$ cat src/include/pcc_pkg.sv
// Package of constants and types for the pedestrian clearance countdown.
package pcc_pkg;

  // ==========================================================================
  // Timing
  // ==========================================================================
  localparam int unsigned CLK_HZ         = 25_000_000;
  localparam int unsigned SEC_CYCLES     = CLK_HZ;
  // Longest dark gap inside a flashing hand interval, in milliseconds.
  localparam int unsigned FLASH_GAP_MS   = 1500;
  localparam int unsigned FLASH_GAP_CYC  = (CLK_HZ / 1000) * FLASH_GAP_MS;
  // Supply interruption limit, in milliseconds.
  localparam int unsigned PWR_LOSS_MS    = 1500;
  localparam int unsigned PWR_LOSS_CYC   = (CLK_HZ / 1000) * PWR_LOSS_MS;
  localparam logic [6:0]  MAX_COUNT      = 7'h63;
  localparam logic [6:0]  ZERO_COUNT     = 7'h00;
  localparam logic [6:0]  BLANK_SEG      = 7'h00;

  // ==========================================================================
  // Types
  // ==========================================================================
  typedef enum logic [2:0] {
    PCC_IDLE,
    PCC_WALK,
    PCC_LEARN,
    PCC_COUNT,
    PCC_HOLD
  } pcc_state_t;

  // Controller load switch indications.
  typedef struct packed {
    logic walk;
    logic hand;
  } pcc_ind_t;

  // Two seven-segment digits, each segment driving two LED rows.
  typedef struct packed {
    logic [6:0] tens;
    logic [6:0] ones;
  } pcc_seg_t;

endpackage

$ cat src/core/pcc_seg_decode.sv
// Binary to two-digit seven-segment decoder.
`timescale 1ns/1ns
module pcc_seg_decode (
  // Value
  input  wire logic [6:0]       value_in,
  input  wire logic             blank_in,
  // Segments
  output pcc_pkg::pcc_seg_t     seg_out
);

  function automatic logic [6:0] seg7(input logic [3:0] d);
    case (d)
      4'h0: seg7 = 7'h3f;
      4'h1: seg7 = 7'h06;
      4'h2: seg7 = 7'h5b;
      4'h3: seg7 = 7'h4f;
      4'h4: seg7 = 7'h66;
      4'h5: seg7 = 7'h6d;
      4'h6: seg7 = 7'h7d;
      4'h7: seg7 = 7'h07;
      4'h8: seg7 = 7'h7f;
      4'h9: seg7 = 7'h6f;
      default: seg7 = pcc_pkg::BLANK_SEG;
    endcase
  endfunction

  logic [6:0] lim;
  logic [3:0] tens_d;
  logic [3:0] ones_d;

  always_comb begin
    lim    = (value_in > pcc_pkg::MAX_COUNT) ? pcc_pkg::MAX_COUNT : value_in;
    tens_d = 4'(lim / 7'h0a);
    ones_d = 4'(lim % 7'h0a);
    if (blank_in) begin
      seg_out = '{tens: pcc_pkg::BLANK_SEG, ones: pcc_pkg::BLANK_SEG};
    end else begin
      seg_out = '{tens: seg7(tens_d), ones: seg7(ones_d)};
    end
  end

endmodule // pcc_seg_decode

$ cat src/core/pcc_countdown.sv
// Pedestrian clearance countdown: learns the clearance and drives two digits.
`timescale 1ns/1ns
module pcc_countdown #(
  parameter int unsigned SEC_CYC  = pcc_pkg::SEC_CYCLES,
  parameter int unsigned GAP_CYC  = pcc_pkg::FLASH_GAP_CYC,
  parameter int unsigned LOSS_CYC = pcc_pkg::PWR_LOSS_CYC
) (
  // Clock and reset
  input  wire logic             core_clk_in,
  input  wire logic             resetn_in,
  // Supply monitor, high while line power is present
  input  wire logic             power_ok_in,
  // Controller indications: walk person and upraised hand drives
  input  pcc_pkg::pcc_ind_t     ind_in,
  // Display
  output pcc_pkg::pcc_seg_t     seg_out,
  output logic                  digits_on_out
);

  // ==========================================================================
  // Hand classification
  // ==========================================================================
  // The hand drive toggles while flashing. A hand that stays lit for longer
  // than the gap window is steady; a dark hand shorter than the window is
  // still part of the flashing interval.
  logic [31:0] hand_on_cnt_ff,  nxt_hand_on_cnt;
  logic [31:0] hand_off_cnt_ff, nxt_hand_off_cnt;
  logic        hand_prev_ff,    nxt_hand_prev;
  logic        flash_seen;
  logic        steady_seen;
  logic        all_dark;

  always_comb begin
    nxt_hand_prev    = ind_in.hand;
    nxt_hand_on_cnt  = ind_in.hand ? ((hand_on_cnt_ff < GAP_CYC) ? hand_on_cnt_ff + 32'h1
                                                                   : hand_on_cnt_ff)
                                   : 32'h0;
    nxt_hand_off_cnt = ind_in.hand ? 32'h0
                                   : ((hand_off_cnt_ff < GAP_CYC) ? hand_off_cnt_ff + 32'h1
                                                                  : hand_off_cnt_ff);
    // Any lit hand marks flashing until the hand proves steady.
    flash_seen  = ind_in.hand && (hand_on_cnt_ff < GAP_CYC) &&
                  (!hand_prev_ff || hand_off_cnt_ff == 32'h0 || hand_on_cnt_ff != 32'h0);
    steady_seen = ind_in.hand && (hand_on_cnt_ff >= GAP_CYC);
    all_dark    = !ind_in.hand && !ind_in.walk && (hand_off_cnt_ff >= GAP_CYC);
  end

  // ==========================================================================
  // Power-loss detector
  // ==========================================================================
  logic [31:0] loss_cnt_ff, nxt_loss_cnt;
  logic        long_loss_ff, nxt_long_loss;

  always_comb begin
    nxt_loss_cnt  = power_ok_in ? 32'h0
                                : ((loss_cnt_ff < LOSS_CYC) ? loss_cnt_ff + 32'h1 : loss_cnt_ff);
    nxt_long_loss = power_ok_in ? 1'b0 : long_loss_ff;
    if (!power_ok_in && loss_cnt_ff >= LOSS_CYC) begin
      nxt_long_loss = 1'b1;
    end
  end

  // ==========================================================================
  // Sequencer
  // ==========================================================================
  pcc_pkg::pcc_state_t state_ff, nxt_state;
  logic [6:0]  learned_ff,  nxt_learned;   // Stored clearance in seconds.
  logic [6:0]  measure_ff,  nxt_measure;   // Clearance being measured.
  logic [6:0]  count_ff,    nxt_count;
  logic [31:0] tick_cnt_ff, nxt_tick_cnt;
  logic        valid_ff,    nxt_valid;     // A learned value is held.
  logic        show_ff,     nxt_show;      // This cycle may display.
  logic        cut_seen_ff, nxt_cut_seen;  // One early steady hand already seen.
  logic [6:0]  cut_meas_ff, nxt_cut_meas;  // Clearance measured at that cut.
  logic        sec_tick;
  logic        blank;

  always_comb begin
    nxt_state    = state_ff;
    nxt_learned  = learned_ff;
    nxt_measure  = measure_ff;
    nxt_count    = count_ff;
    nxt_valid    = valid_ff;
    nxt_show     = show_ff;
    nxt_cut_seen = cut_seen_ff;
    nxt_cut_meas = cut_meas_ff;
    nxt_tick_cnt = (tick_cnt_ff >= SEC_CYC - 1) ? 32'h0 : tick_cnt_ff + 32'h1;
    sec_tick     = (tick_cnt_ff >= SEC_CYC - 1);
    // Power failure: dark immediately, and the next cycle relearns.
    if (!power_ok_in) begin
      nxt_state = pcc_pkg::PCC_IDLE;
      nxt_show  = 1'b0;
      if (long_loss_ff) begin
        nxt_valid = 1'b0;
      end
    end else begin
      case (state_ff)
        pcc_pkg::PCC_IDLE, pcc_pkg::PCC_WALK: begin
          if (ind_in.walk) begin
            nxt_state = pcc_pkg::PCC_WALK;
          end
          if (flash_seen && !ind_in.walk) begin
            // Preempted walk lands here early; counting still starts now.
            nxt_tick_cnt = 32'h0;
            nxt_measure  = pcc_pkg::ZERO_COUNT;
            nxt_count    = learned_ff;
            nxt_state    = (valid_ff && show_ff) ? pcc_pkg::PCC_COUNT
                                                 : pcc_pkg::PCC_LEARN;
          end
        end
        pcc_pkg::PCC_LEARN, pcc_pkg::PCC_COUNT: begin
          if (sec_tick) begin
            if (measure_ff < pcc_pkg::MAX_COUNT) begin
              nxt_measure = measure_ff + 7'h1;
            end
            if (count_ff != pcc_pkg::ZERO_COUNT) begin
              nxt_count = count_ff - 7'h1;
            end
          end
          if (ind_in.walk) begin
            // New cycle without steady hand between.
            nxt_state = pcc_pkg::PCC_WALK;
            nxt_show  = valid_ff;
          end else if (steady_seen || all_dark) begin
            nxt_state = pcc_pkg::PCC_HOLD;
            if (state_ff == pcc_pkg::PCC_LEARN) begin
              if (steady_seen) begin
                nxt_learned = measure_ff;
                nxt_valid   = 1'b1;
                nxt_show    = 1'b1;
              end
            end else if (steady_seen && count_ff > 7'h1) begin
              // Early steady hand. A single cut is preemption and keeps the stored
              // value for the next cycle; the same cut twice running is a shorter timing.
              nxt_show = 1'b0;
              if (cut_seen_ff && measure_ff == cut_meas_ff) begin
                nxt_valid    = 1'b0;
                nxt_cut_seen = 1'b0;
              end else begin
                nxt_cut_seen = 1'b1;
                nxt_cut_meas = measure_ff;
              end
            end else begin
              if (all_dark) begin
                nxt_show = 1'b0;
              end
              if (steady_seen) begin
                nxt_cut_seen = 1'b0;
              end
            end
          end
          // Flashing outlasted the stored value by more than a second: timing grew.
          if (state_ff == pcc_pkg::PCC_COUNT && !ind_in.walk &&
              measure_ff > learned_ff + 7'h1) begin
            nxt_show     = 1'b0;
            nxt_valid    = 1'b0;
            nxt_cut_seen = 1'b0;
          end
        end
        pcc_pkg::PCC_HOLD: begin
          if (ind_in.walk) begin
            nxt_state = pcc_pkg::PCC_WALK;
            if (!valid_ff) begin
              nxt_show = 1'b0;
            end else begin
              nxt_show = 1'b1;
            end
          end else if (flash_seen) begin
            nxt_state = pcc_pkg::PCC_IDLE;
          end
        end
        default: nxt_state = pcc_pkg::PCC_IDLE;
      endcase
    end
    blank = !(state_ff == pcc_pkg::PCC_COUNT) || !show_ff || !power_ok_in ||
            steady_seen || all_dark;
  end

  always_ff @(posedge core_clk_in) begin
    if (!resetn_in) begin
      state_ff        <= pcc_pkg::PCC_IDLE;
      learned_ff      <= pcc_pkg::ZERO_COUNT;
      measure_ff      <= pcc_pkg::ZERO_COUNT;
      count_ff        <= pcc_pkg::ZERO_COUNT;
      tick_cnt_ff     <= 32'h0;
      valid_ff        <= 1'b0;
      show_ff         <= 1'b0;
      cut_seen_ff     <= 1'b0;
      cut_meas_ff     <= pcc_pkg::ZERO_COUNT;
      hand_on_cnt_ff  <= 32'h0;
      hand_off_cnt_ff <= 32'h0;
      hand_prev_ff    <= 1'b0;
      loss_cnt_ff     <= 32'h0;
      long_loss_ff    <= 1'b0;
    end else begin
      state_ff        <= nxt_state;
      learned_ff      <= nxt_learned;
      measure_ff      <= nxt_measure;
      count_ff        <= nxt_count;
      tick_cnt_ff     <= nxt_tick_cnt;
      valid_ff        <= nxt_valid;
      show_ff         <= nxt_show;
      cut_seen_ff     <= nxt_cut_seen;
      cut_meas_ff     <= nxt_cut_meas;
      hand_on_cnt_ff  <= nxt_hand_on_cnt;
      hand_off_cnt_ff <= nxt_hand_off_cnt;
      hand_prev_ff    <= nxt_hand_prev;
      loss_cnt_ff     <= nxt_loss_cnt;
      long_loss_ff    <= nxt_long_loss;
    end
  end

  // ==========================================================================
  // Display
  // ==========================================================================
  pcc_pkg::pcc_seg_t seg_nxt;

  pcc_seg_decode u_dec (
    .value_in (count_ff),
    .blank_in (blank),
    .seg_out  (seg_nxt)
  );

  // Segments are plain on/off levels with no dimming path.
  always_ff @(posedge core_clk_in) begin
    if (!resetn_in) begin
      seg_out       <= '0;
      digits_on_out <= 1'b0;
    end else begin
      seg_out       <= seg_nxt;
      digits_on_out <= !blank;
    end
  end
endmodule // pcc_countdown

$ cat config.mk
export PLATFORM = sky130hd
export DESIGN_NAME = pcc_countdown
export DESIGN_NICKNAME = d
export VERILOG_FILES = /design/src/include/pcc_pkg.sv /design/src/core/pcc_seg_decode.sv /design/src/core/pcc_countdown.sv
export SDC_FILE = /design/constraint.sdc
export NUM_CORES = 1
export LEC_CHECK = 0
export ABC_CLOCK_PERIOD_IN_PS = 11300
export BUFFER_PORTS_ARGS = -buffer_cell sky130_fd_sc_hd__clkbuf_2
export CORE_ASPECT_RATIO = 1.1
export CORE_UTILIZATION = 65
export DETAILED_ROUTE_END_ITERATION = 12
export PLACE_DENSITY = 0.91
export SLEW_MARGIN = 25
export SYNTH_ARGS = -nofsm -noshare
export SYNTH_HDL_FRONTEND = slang
export SYNTH_HIERARCHICAL = 1
export SYNTH_SLANG_ARGS = --single-unit
$ cat constraint.sdc
create_clock -name core_clk_in -period 11.3 [get_ports core_clk_in]
set_clock_uncertainty 0.05 [all_clocks]
set_input_delay 1.13 -clock core_clk_in [delete_from_list [all_inputs] [get_ports core_clk_in]]
set_output_delay 1.13 -clock core_clk_in [all_outputs]
set_load 0.02 [all_outputs]
**Word level (Yosys, flattened, before mapping)**

Memories as Yosys holds them, arrays and structs flattened. A register that Yosys moved wholly into a read port is not among the register bits.
Cells that the tools add are included.
W data, S select, Z words.

- Memory bits (read-only): 224
- Output and inout port bits: 15
- Input bits: 5
- Memories: 2
- Word-level logic and storage cells: 165
- Register bits: 165

- $add $sub $neg: 7
- Multiplexer cells: 49
- Equal/unequal tests: 24
- Divide/modulo/power cells: 2
- Magnitude comparators: 11
- Bitwise logic cells: 4
- Reductions and logical operators: 51

Memories:

| name | depth | width | rd ports | clocked after Yosys merged registers in | write ports | RTL line | text |
|---|---|---|---|---|---|---|---|
| (no name shown) | 16 | 7 | 1 | 1 | 0 | pcc_seg_decode.sv:12 | `case (d)` |
| (no name shown) | 16 | 7 | 1 | 1 | 0 | pcc_seg_decode.sv:12 |  |

Operators by type and width:

| cell | count |
|---|---|
| $add A32 B1 Y32 const B | 4 |
| $mux W32 | 4 |
| $ge A32 B26 Y1 const B | 3 |
| $lt A32 B26 Y1 const B | 3 |
| $mux W7 | 7 |
| $ge A32 B25 Y1 const B | 1 |
| $logic_not A32 Y1 | 1 |
| $reduce_bool A32 Y1 | 1 |
| $mux W1 | 28 |
| $pmux W7 S2 | 2 |
| $mux W3 | 6 |
| $reduce_and A5 Y1 | 3 |
| $add A7 B1 Y7 const B | 2 |
| $reduce_and A7 Y1 | 2 |
| $logic_and A1 B1 Y1 | 12 |
| $reduce_and A6 Y1 | 2 |
| $ne A2 B2 Y1 const B | 5 |
| $reduce_bool A2 Y1 | 5 |
| $reduce_or A2 Y1 | 5 |
| $ne A3 B3 Y1 const B | 3 |
| $pmux W3 S3 | 1 |
| $ne A4 B1 Y1 const B | 2 |
| $div A7 B4 Y7 const B | 1 |
| $eq A7 B7 Y1 | 1 |
| 25 further kinds | 44 |

**Longest topological paths before layout**

Gate-level depths: netlist (run 1).

- Depth in word-level cells: 10
- Mapped depth: 24
- Depth with buffers taken out: 23

**Hierarchy**

The synthesis (run 1) kept the hierarchy.

By module, submodules not included:

| module | sequential area each (um^2) | instances | cells an instance | area each (um^2) |
|---|---|---|---|---|
| pcc_countdown | 3583.4 | 1 | 972 | 8356.8 |
| pcc_seg_decode | 0.0 | 1 | 147 | 1082.3 |

**Least setup slack after synthesis (run 1)**

No wires, ideal clock.

- Path kind: register to register
- Start: register count_ff[5]
- End: register, netlist name seg_out[3]
- Data required time: 11.191 ns
- Arrival: 4.623 ns
- Setup time: 0.059 ns
- Path buffers: 1
- Stages on the path, launching flop included: 24
- Path slack: 6.568 ns
- Clock period less this slack: 4.732 ns
- Path through: dfxtp_1 -> buf_2 -> nand2_1 -> and2_1 -> ha_1 -> o311ai_2 -> ha_1 -> nor4b_1 -> o21ai_0 -> and3_1 -> a21oi_1 -> or2_2 -> ha_1 -> and3_1 -> nand4_1 -> o21ai_2 -> o311ai_4 -> xnor2_1 -> inv_1 -> ha_1 -> inv_1 -> o21ai_1 -> o31ai_1 -> and2_1

- Cells in the longest elaborated chain, start to end: 3

RTL lines:

| what | RTL line | text |
|---|---|---|
| start, declared | pcc_countdown.sv:69 | `logic [6:0] count_ff, nxt_count;` |
| start signal, assigned | pcc_countdown.sv:184 | `count_ff <= pcc_pkg::ZERO_COUNT;` |
| start signal, assigned | pcc_countdown.sv:199 | `count_ff <= nxt_count;` |
| $gt A7 B7 Y1 | pcc_seg_decode.sv:32 | `lim = (value_in > pcc_pkg::MAX_COUNT) ? pcc_pkg::MAX_COUNT : value_in;` |
| $mux W7 (*) | pcc_seg_decode.sv:32 |  |
| $mod A7 B4 Y7 (*) | pcc_seg_decode.sv:34 | `ones_d = 4'(lim % 7'h0a);` |

Every way passes the cells marked *; elsewhere a longest branch is shown, timed or not.
A chain may end at the register's enable or synchronous reset.

**Worst setup path after layout (run 1)**

- Start: register count_ff[5]
- End: register, netlist name seg_out[3]

- Cells in the longest elaborated chain, start to end: 3

RTL lines:

| what | RTL line |
|---|---|
| $gt A7 B7 Y1 | pcc_seg_decode.sv:32 |
| $mux W7 (*) | pcc_seg_decode.sv:32 |
| $mod A7 B4 Y7 (*) | pcc_seg_decode.sv:34 |

Marked as above.

==> summary.txt, run 1 <==
largest net degree at the start of global routing: 45
Fillers: 986
clk slew on worst S/H paths: 0.07 ns
Setup TNS: 0 ns
crit-path max cell delay: 0.58 ns
row cnt: 45
vias in the first global route: 7519
Fin. Hold Viols: 0
core area: 0.0140 mm^2
peak supply drop: 0.0971 mV
Commonest cells post-synth: 179 x dfxtp_1, 162 x nor2_1, 85 x nand2_1
count of cell types in the netlist: 95
final std cells w/o fill: 1323
Yosys Warn Count: 6
crit path launch: count_ff[5]$_SDFFE_PN0P_
Synth Register Bits: 179
status: finished, final reports clean
Die Y: 128 um
CTS max path bufs: 2
GP Congestion: 0.919
Setup crit start kind: register
H-tree levels: 4
CTS root buffer: clkbuf_16
CTS Hold Bufs: 0
cts repair resizes: 0
RSZ-0062 raised after global routing: false
Synth async-reset ratio: 0%
global-route wire length before repair: 33900 um
Pwr Total: 1.27 mW
max_slew headroom: 34.6%
placed instance count: 1291
Final min period: 5.50 ns
largest area contributor in the netlist: dfxtp_1
Crit. End Element: register
Post-synth EDFFs: 0
setup bufs post-CTS: 0
register area share after synthesis: 38.0%
Detail Placement HPWL: 13300 um
Reg-to-Reg Start: count_ff[5]$_SDFFE_PN0P_
CP max-delay cell: dfxtp_1
Ant. Diodes: 0
Leak: 3.74 nW
f_max: 182 MHz
final wirelength: 20200 um
Max-Cap Viols: 0
Area Overhead vs Synth: 8.43%
wire per inst: 15.3 um
hold path startpoint: loss_cnt_ff[30]$_SDFFE_PP0N_
post-synth top area share: 38.0%
Antenna Nets Post-Route: 0
worst hold path type: register to register
final-report setup violation count: 0
grt ovf: 0
antenna violations before repair: 0
Critical Path, Cell by Cell: nand2_1, and2_1, ha_1, o311ai_2, ha_1, nor4b_1, o21ai_0, and3_1, a21oi_1, or2_2, ha_1, and3_1, nand4_1, o21ai_2, o311ai_4, xnor2_1, inv_1, ha_1, inv_1, o21ai_1, o31ai_1, and2_1
vias per cell: 6.06
# DRC: 0
pin slew with the least headroom to its limit: 0.981 ns
die width: 117 um
worst-path fanout max: 13
nets: 1159
Mean Syn Cell Area: 8.44 um^2
cts bufs inserted: 17
Initial DRC Count: 660
top-count cell post-synth: dfxtp_1
period utilization: 48.7%
CP arrival: 5.84 ns
Post-Syn Area: 0.00944 mm^2
die area: 0.0150 mm^2
Initial Util: 67.6%
Setup CP Type: register to register
Primary FF master, synth: dfxtp_1
CP most frequent cell: ha_1
largest cells by area after synthesis: dfxtp_1 38%, nor2_1 6.4%, xnor2_1 6.3%, ha_1 4.2%, nand2_1 3.4%
hold slack: 0.408 ns
CTS tree: built
CTS Sinks: 179
Boundary Pins: 20
power density over cell area: 124 mW/mm^2
vias after detailed routing: 8022
clock latency on the worst-skew pair: 0.44 ns
Slew Limit Fails: 0
Critical Path RT: 11.64 ns
share of cells above drive strength 1: 9.96%
Total GRT Usage: 28.1%
count of input and output buffers: 19
first drt pass iteration count: 5
Post-Synthesis Cells: 1119
routing by layer:
layer  wire length, um  share of wire, %  GRT usage (%)  vias to the layer above
met1              8610                43           33.6                     3759
met4               483               2.4           12.7                        0
met2             10100                50           48.7                      267
met5                 0                 0              0                        -
met3              1060               5.2           5.51                       48
li1                  -                 -              -                     3948
registers in the layout, indices dropped and copies added (netlist names), 3 cells and up:
signal / count
hand_off_cnt_ff: 32
hand_on_cnt_ff: 32
loss_cnt_ff: 32
tick_cnt_ff: 32
seg_out: 14
count_ff: 7
cut_meas_ff: 7
learned_ff: 7
measure_ff: 7
state_ff: 3
cell type report:
| cell class | count | area (um^2) | area share [%] |
|---|---|---|---|
| multi-input cells | 855 | 5530 | 54.0 |
| clock inverters | 12 | 134 | 1.31 |
| well taps | 188 | 235 | 2.30 |
| repair buffers | 22 | 118 | 1.15 |
| flip-flops and latches | 179 | 3580 | 35.0 |
| inverters | 47 | 176 | 1.72 |
| clock buffers | 20 | 457 | 4.46 |
logic make-up after synthesis:
group,count (synthesis),share of synthesized area (%)
buf+inv,91,3.86
other cells,1,0.0397
simple gates,525,29.1
fa+ha+maj,32,4.24
compound gates,172,13.4
xor+xnor,99,9.19
flops,179,38.0
mux,20,2.17
report_power, final:
group          internal (mW)  switching (mW)  leakage [nW]
Clock                  0.324           0.266         0.292
Sequential             0.634         0.00385          1.45
Combinational         0.0140          0.0294          2.00
Total                  0.972           0.299          3.74
stage by stage:
stage / cell area, um^2 / setup WS, ns / util [%]
after floorplan: 9460 / 6.57 / -
after global placement: 9630 / 6.16 / 69.0
after detailed placement: 9630 / 5.96 / 69.0
after CTS: 10200 / 5.88 / 73.2
after global routing: 10200 / 5.40 / 73.3
final: 10200 / 5.80 / 73.3
critical path: cells and delay by family (launching register included):
kind / cells / cell delay [ns]
xor gates and xnor gates: 1 / 0.24
DFF: 1 / 0.58
AOI/OAI and AO/OA: 7 / 1.66
buffers and inverters: 2 / 0.19
and+or+nand+nor: 8 / 1.61
adders and majority gates: 4 / 1.10
path summary, 6_finish.rpt:
kind / end / slack, ns / depth (start not counted)
max: seg_out[3]$_SDFF_PN0_ / 5.80 / 22
min: loss_cnt_ff[30]$_SDFFE_PP0N_ / 0.41 / 1
max reg2reg: seg_out[3]$_SDFF_PN0_ / 5.80 / 22
min reg2reg: loss_cnt_ff[30]$_SDFFE_PP0N_ / 0.41 / 1
layout by cell type (no fill, tap or decap), types with 31 or more instances in the layout:
master	n
dfxtp_1	179
nor2_1	162
nand2_1	85
xnor2_1	68
inv_1	47
nand3_1	45
a21oi_1	41
nor3_1	34
and2_1	32
ha_1	32
xor2_1	31
(Power assumes the default switching activity.)
==> inputs of run 2 (changes only) <==
--- a/config.mk
+++ b/config.mk
@@ -5,12 +5,13 @@
 export SDC_FILE = /design/constraint.sdc
 export NUM_CORES = 1
 export LEC_CHECK = 0
-export ABC_CLOCK_PERIOD_IN_PS = 11300
+export ABC_AREA = 1
+export ABC_CLOCK_PERIOD_IN_PS = 5800
 export BUFFER_PORTS_ARGS = -buffer_cell sky130_fd_sc_hd__clkbuf_2
 export CORE_ASPECT_RATIO = 1.1
-export CORE_UTILIZATION = 65
+export CORE_UTILIZATION = 64
 export DETAILED_ROUTE_END_ITERATION = 12
-export PLACE_DENSITY = 0.91
+export PLACE_DENSITY = 0.9
 export SLEW_MARGIN = 25
 export SYNTH_ARGS = -nofsm -noshare
 export SYNTH_HDL_FRONTEND = slang
==> constraint.sdc (replaced) <==
create_clock -name core_clk_in -period 5.8 [get_ports core_clk_in]
set_clock_uncertainty 0.05 [all_clocks]
set_input_delay 0.58 -clock core_clk_in [delete_from_list [all_inputs] [get_ports core_clk_in]]
set_output_delay 0.58 -clock core_clk_in [all_outputs]
set_load 0.02 [all_outputs]
==> summary.txt, run 2 <==
sequential power share: 45.2% (-5.0 points)
CTS Hold Bufs: 0 (unchanged)
worst-path fanout max: 8 (-5)
antenna violations before repair: 0 (unchanged)
Boundary Pins: 20 (unchanged)
max_slew headroom: 36.8% (+2.2 points)
largest area contributor in the netlist: dfxtp_1
Die Y: 135 um (+5.5%)
Worst Hold Endpoint: loss_cnt_ff[30]$_SDFFE_PP0N_
CP arrival: 4.82 ns (-1.02 ns)
Mean Syn Cell Area: 6.66 um^2 (-21%)
CTS Sinks: 179 (unchanged)
RSZ-0062 raised after global routing: false
final std cells w/o fill: 1768 (+34%)
final wirelength: 23000 um (+14%)
r2r endpoint: seg_out[3]$_SDFF_PN0_
M1 WL: 9840 um (+14%)
Setup TNS: 0 ns (unchanged)
Antenna Nets Post-Route: 0 (unchanged)
Slew Limit Fails: 0 (unchanged)
Top Layer Used: met4
Initial DRC Count: 752 (+14%)
# DRC: 0 (unchanged)
vias after detailed routing: 9886 (+23%)
Setup crit start kind: register
Final min period: 4.48 ns (-1.02 ns)
CTS max path bufs: 2 (unchanged)
top-count cell post-synth: nand2_1
Total GRT Usage: 28.5% (+0.40 points)
Post-Syn Area: 0.0104 mm^2 (+9.7%)
CP most frequent cell: nand2_2
Synth async-reset ratio: 0% (unchanged)
Initial Util: 65.8% (-1.8 points)
H-tree levels: 4 (unchanged)
R2R cell count: 31 (+41%)
period utilization: 77.3% (+29 points)
post-synth top area share: 34.6% (-3.4 points)
WHS Path Cells: 2 (+1)
global-route wire length before repair: 38900 um (+15%)
hold path startpoint: loss_cnt_ff[30]$_SDFFE_PP0N_
Crit. End Element: register
largest net degree at the start of global routing: 37 (-18%)
Ant. Diodes: 0 (unchanged)
Area Overhead vs Synth: 7.18%
most frequent cells in the layout: 327 x nand2_1, 222 x nor2_1, 204 x inv_1
Leak: 4.55 nW (+22%)
Commonest cells post-synth: 327 x nand2_1, 222 x nor2_1, 204 x inv_1
Fillers: 1285 (+30%)
Multi-input gate area: 0.00579 mm^2 (+4.6%)
row cnt: 48 (+6.7%)
cts repair resizes: 0 (unchanged)
CTS tree: built
peak supply drop: 0.234 mV (+140%)
met2 wire length: 11300 um (+12%)
Post-synth EDFFs: 0 (unchanged)
clock latency on the worst-skew pair: 0.44 ns (about the same)
cts bufs inserted: 17 (unchanged)
commonest non-fill, non-tap cell in the layout: nand2_1
grt ovf: 0 (unchanged)
crit-path max cell delay: 0.46 ns (-0.12 ns)
Synth Register Bits: 179 (unchanged)
power density over cell area: 249 mW/mm^2 (+100%)
share of cells above drive strength 1: 7.27% (-2.7 points)
Detail Placement HPWL: 16000 um (+21%)
vias per cell: 5.59 (-7.8%)
f_max: 223 MHz (+23%)
first drt pass iteration count: 7 (+2)
Max-Cap Viols: 0 (unchanged)
vias in the first global route: 9091 (+21%)
WL met3: 1190 um (+12%)
worst hold path type: register to register
register area share after synthesis: 34.6% (-3.4 points)
status: finished, final reports clean
switching part of the total: 28.5% (+4.9 points)
CP max-delay cell: dfxtp_1
die area: 0.0167 mm^2 (+11%)
internal power: 1.98 mW (+100%)
die width: 123 um (+5.5%)
clk slew on worst S/H paths: 0.07 ns (about the same)
core area: 0.0157 mm^2 (+13%)
count of input and output buffers: 19 (unchanged)
CTS root buffer: clkbuf_16
Primary FF master, synth: dfxtp_1
final-report setup violation count: 0 (unchanged)
Comb power frac: 14.7% (+11 points)
nets: 1593 (+37%)
Reg area: 0.00358 mm^2 (unchanged)
placed instance count: 1737 (+35%)
switching pwr: 0.788 mW (+160%)
largest cells by area after synthesis: dfxtp_1 35%, nand2_1 12%, nor2_1 8.0%, inv_1 7.4%, a21oi_1 5.7%
Post-Synthesis Cells: 1554 (+39%)
wire per inst: 13.0 um (-15%)
count of cell types in the netlist: 51 (-46%)
flop-to-flop setup slack: 1.32 ns (-4.48 ns)
GP Congestion: 0.961 (+4.5%)
setup bufs post-CTS: 0 (unchanged)
Setup CP Type: register to register
Fin. Hold Viols: 0 (unchanged)
Critical Path RT: 6.14 ns (-5.50 ns)
Reg-to-Reg Start: count_ff[6]$_SDFFE_PN0P_
Clk pwr share: 40.0% (-6.4 points)
pin slew with the least headroom to its limit: 0.946 ns (-0.0351 ns)
Yosys Warn Count: 6 (unchanged)
[run 2: logic make-up (layout without fill, tap and decap cells)]
family | Yosys count | count (layout) | synth area share, %
xor+xnor | 58 | 58 | 4.91
simple gates | 825 | 825 | 36.3
other cells | 1 | 7 | 0.0362
buf+inv | 260 | 268 | 9.73
fa+ha+maj | 32 | 32 | 3.87
flops | 179 | 179 | 34.6
compound gates | 199 | 199 | 10.6
[run 2: final cells by class]
cell class	count	area share (%)
clock inverters	11	0.936
inverters	217	7.34
multi-input cells	1121	52.1
flip-flops and latches	179	32.3
repair buffers	20	0.924
clock buffers	20	4.11
well taps	200	2.25
[run 2: worst max path at each step]
stage	start	endpoint	slack (ns)
after global routing	count_ff[6]$_SDFFE_PN0P_	seg_out[3]$_SDFF_PN0_	1.02
final	count_ff[6]$_SDFFE_PN0P_	seg_out[3]$_SDFF_PN0_	1.32
after detailed placement	count_ff[6]$_SDFFE_PN0P_	seg_out[3]$_SDFF_PN0_	1.45
after CTS	count_ff[6]$_SDFFE_PN0P_	seg_out[3]$_SDFF_PN0_	1.38
after global placement	count_ff[6]$_SDFFE_PN0P_	seg_out[3]$_SDFF_PN0_	1.74
after floorplan	count_ff[6]$_SDFFE_PN0P_	seg_out[3]$_SDFF_PN0_	1.95
[run 2: per-layer routing]
metal,global-route usage (%),up-vias
li1,-,4989
met1,33.6,4479
met2,49.8,341
met3,4.88,77
met4,13.5,0
met5,0,-
[run 2: critical path, delay by kind of cell (launching register included)]
family / cells / cell delay, ns
adders and majority gates: 4 / 0.91
DFF: 1 / 0.46
AOI/OAI and AO/OA: 1 / 0.28
buffers and inverters: 5 / 0.40
and+or+nand+nor: 21 / 2.34
[run 2: power groups by stage]
stage                     combinational [mW]  clock, mW  sequential (mW)
after floorplan                        0.322          0             1.28
after global placement                 0.372          0             1.28
after detailed placement               0.388          0             1.28
after CTS                              0.399       1.12             1.25
after global routing                   0.452       1.17             1.25
final                                  0.408       1.11             1.25
[run 2: stage by stage]
| stage | cell area, um^2 | utilization, % | total power [mW] | setup slack [ns] | hold slack, ns |
|---|---|---|---|---|---|
| 2_1_floorplan | 10400 | - | 1.60 | 1.95 | 0.358 |
| 3_3_place_gp | 10500 | 67.0 | 1.65 | 1.74 | 0.365 |
| 3_5_place_dp | 10500 | 67.0 | 1.67 | 1.45 | 0.370 |
| 4_1_cts | 11100 | 70.5 | 2.77 | 1.38 | 0.380 |
| 5_1_grt | 11100 | 70.5 | 2.88 | 1.02 | 0.395 |
| 6_report | 11100 | 70.5 | 2.77 | 1.32 | 0.377 |
==> inputs of run 3 (changes only) <==
--- a/config.mk
+++ b/config.mk
@@ -6,7 +6,7 @@
 export NUM_CORES = 1
 export LEC_CHECK = 0
 export ABC_AREA = 1
-export ABC_CLOCK_PERIOD_IN_PS = 5800
+export ABC_CLOCK_PERIOD_IN_PS = 4650
 export BUFFER_PORTS_ARGS = -buffer_cell sky130_fd_sc_hd__clkbuf_2
 export CORE_ASPECT_RATIO = 1.1
 export CORE_UTILIZATION = 64
==> constraint.sdc (replaced) <==
create_clock -name core_clk_in -period 4.65 [get_ports core_clk_in]
set_clock_uncertainty 0.05 [all_clocks]
set_input_delay 0.465 -clock core_clk_in [delete_from_list [all_inputs] [get_ports core_clk_in]]
set_output_delay 0.465 -clock core_clk_in [all_outputs]
set_load 0.02 [all_outputs]
==> summary.txt, run 3 (synthesized netlist as in run 2, its figures left out) <==
worst-path fanout max: 8 (unchanged)
period utilization: 93.2% (+16 points)
CTS tree: built
die width: 123 um (unchanged)
antenna violations before repair: 0 (unchanged)
GP Congestion: 0.944 (-1.8%)
final wirelength: 22800 um (-0.70%)
Antenna Nets Post-Route: 0 (unchanged)
Die Y: 135 um (unchanged)
grt ovf: 0 (unchanged)
crit-path max cell delay: 0.45 ns (about the same)
final-report setup violation count: 0 (unchanged)
CTS max path bufs: 2 (unchanged)
Worst Path Buf+Inv: 5 (unchanged)
Comb power frac: 14.3% (-0.4 points)
die area: 0.0167 mm^2 (unchanged)
CTS Sinks: 179 (unchanged)
vias in the first global route: 8816 (-3.0%)
Multi-input gate area: 0.00579 mm^2 (unchanged)
Initial DRC Count: 939 (+25%)
CTS root buffer: clkbuf_16
Slew Limit Fails: 0 (unchanged)
first drt pass iteration count: 8 (+1)
core area: 0.0157 mm^2 (unchanged)
WHS Path Cells: 2 (unchanged)
Reg area: 0.00358 mm^2 (about the same)
internal power: 2.53 mW (+28%)
Detail Placement HPWL: 15900 um (-0.62%)
worst hold path type: input port to register
sequential power share: 44.7% (-0.5 points)
Crit. End Element: register
Final Util: 70.8% (+0.31 points)
cell depth of the worst setup path: 31 (unchanged)
Ant. Diodes: 0 (unchanged)
switching pwr: 0.967 mW (+23%)
cts bufs inserted: 17 (unchanged)
wire per inst: 12.9 um (-0.92%)
Max-Cap Viols: 0 (unchanged)
Fillers: 1294 (+0.70%)
CP max-delay cell: dfxtp_1
row cnt: 48 (unchanged)
crit path launch: count_ff[5]$_SDFFE_PN0P_
Clk pwr share: 41.0% (+1.0 points)
max_slew headroom: 35.6% (-1.2 points)
R2R cell count: 31 (unchanged)
status: finished, final reports clean
largest net degree at the start of global routing: 37 (unchanged)
pin slew with the least headroom to its limit: 0.963 ns (+0.0179 ns)
H-tree levels: 4 (unchanged)
Area Overhead vs Synth: 7.65%
Setup crit start kind: register
# DRC: 0 (unchanged)
commonest non-fill, non-tap cell in the layout: nand2_1
Reg-to-Reg Start: count_ff[5]$_SDFFE_PN0P_
Setup TNS: 0 ns (unchanged)
Total GRT Usage: 28.1% (-0.44 points)
CP arrival: 4.67 ns (-0.15 ns)
Setup CP Type: register to register
global-route wire length before repair: 38000 um (-2.3%)
Pwr Total: 3.49 mW (+26%)
post-placement cell area: 0.0106 mm^2 (+0.21%)
Critical Path RT: 4.99 ns (-1.15 ns)
vias after detailed routing: 9844 (-0.42%)
Fin. Hold Viols: 0 (unchanged)
clock latency on the worst-skew pair: 0.44 ns (about the same)
Leak: 4.58 nW (+0.60%)
CP most frequent cell: nand2_2
power density over cell area: 313 mW/mm^2 (+26%)
Initial Util: 65.8% (unchanged)
hold path startpoint: power_ok_in
most frequent cells in the layout: 327 x nand2_1, 222 x nor2_1, 204 x inv_1
nets: 1596 (+0.19%)
post-route cell area: 0.0111 mm^2 (+0.44%)
Final min period: 4.33 ns (-0.150 ns)
clk slew on worst S/H paths: 0.07 ns (about the same)
RSZ-0062 raised after global routing: false
vias per cell: 5.56 (-0.65%)
CP top delay family: simple AND/OR/NAND/NOR gates
Boundary Pins: 20 (unchanged)
share of cells above drive strength 1: 7.51% (+0.24 points)
switching part of the total: 27.7% (-0.82 points)
f_max: 231 MHz (+3.5%)
peak supply drop: 0.277 mV (+19%)
count of input and output buffers: 19 (unchanged)
run 3: cell count changes in the layout (fill, tap and decap cells not counted):
| cell | delta |
|---|---|
| buf_4 | +3 |
| bufinv_16 | +1 |
| clkbuf_1 | +1 |
| clkinv_4 | -2 |
| dfxtp_1 | -1 |
| dfxtp_2 | +1 |
| inv_6 | +1 |
run 3: power by group through the flow:
stage,clock [mW],combinational [mW],sequential [mW]
6_report,1.43,0.500,1.56
5_1_grt,1.52,0.556,1.56
4_1_cts,1.45,0.493,1.56
3_5_place_dp,0,0.483,1.60
3_3_place_gp,0,0.465,1.59
2_1_floorplan,0,0.402,1.59
run 3: repair_timing:
item                       in CTS  in global routing
setup buffers                   0                  0
hold buffers                    0                  0
setup endpoints to repair       0                  1
resized for setup               0                  1
run 3: through the flow:
step	worst slack (ns)	std cells	hold WS (ns)
2_1_floorplan	0.796	1560	0.358
3_3_place_gp	0.606	1740	0.365
3_5_place_dp	0.343	1740	0.370
4_1_cts	0.281	1772	0.288
5_1_grt	0.0149	1772	0.305
6_report	0.317	1772	0.299
run 3: per-layer routing:
metal / up-vias / wire [um] / track usage [%]
li1: 5002 / - / -
met1: 4444 / 9860 / 33.5
met2: 338 / 11300 / 49.7
met3: 60 / 1120 / 5.56
met4: 0 / 519 / 9.84
met5: - / 0 / 0
run 3: cell type report:
| class | count | share of cell area, % |
|---|---|---|
| inverter | 217 | 7.31 |
| clock inverter | 11 | 1.12 |
| clock buffer | 21 | 4.13 |
| timing repair buffer | 23 | 1.12 |
| multi-input combinational | 1121 | 51.9 |
| sequential | 179 | 32.2 |
| tap | 200 | 2.24 |
run 3: path summary, 6_finish.rpt:
check / end / slack (ns)
max: seg_out[3]$_SDFF_PN0_ / 0.32
min: long_loss_ff$_SDFFE_PN0P_ / 0.30
max reg2reg: seg_out[3]$_SDFF_PN0_ / 0.32
min reg2reg: loss_cnt_ff[30]$_SDFFE_PP0N_ / 0.38
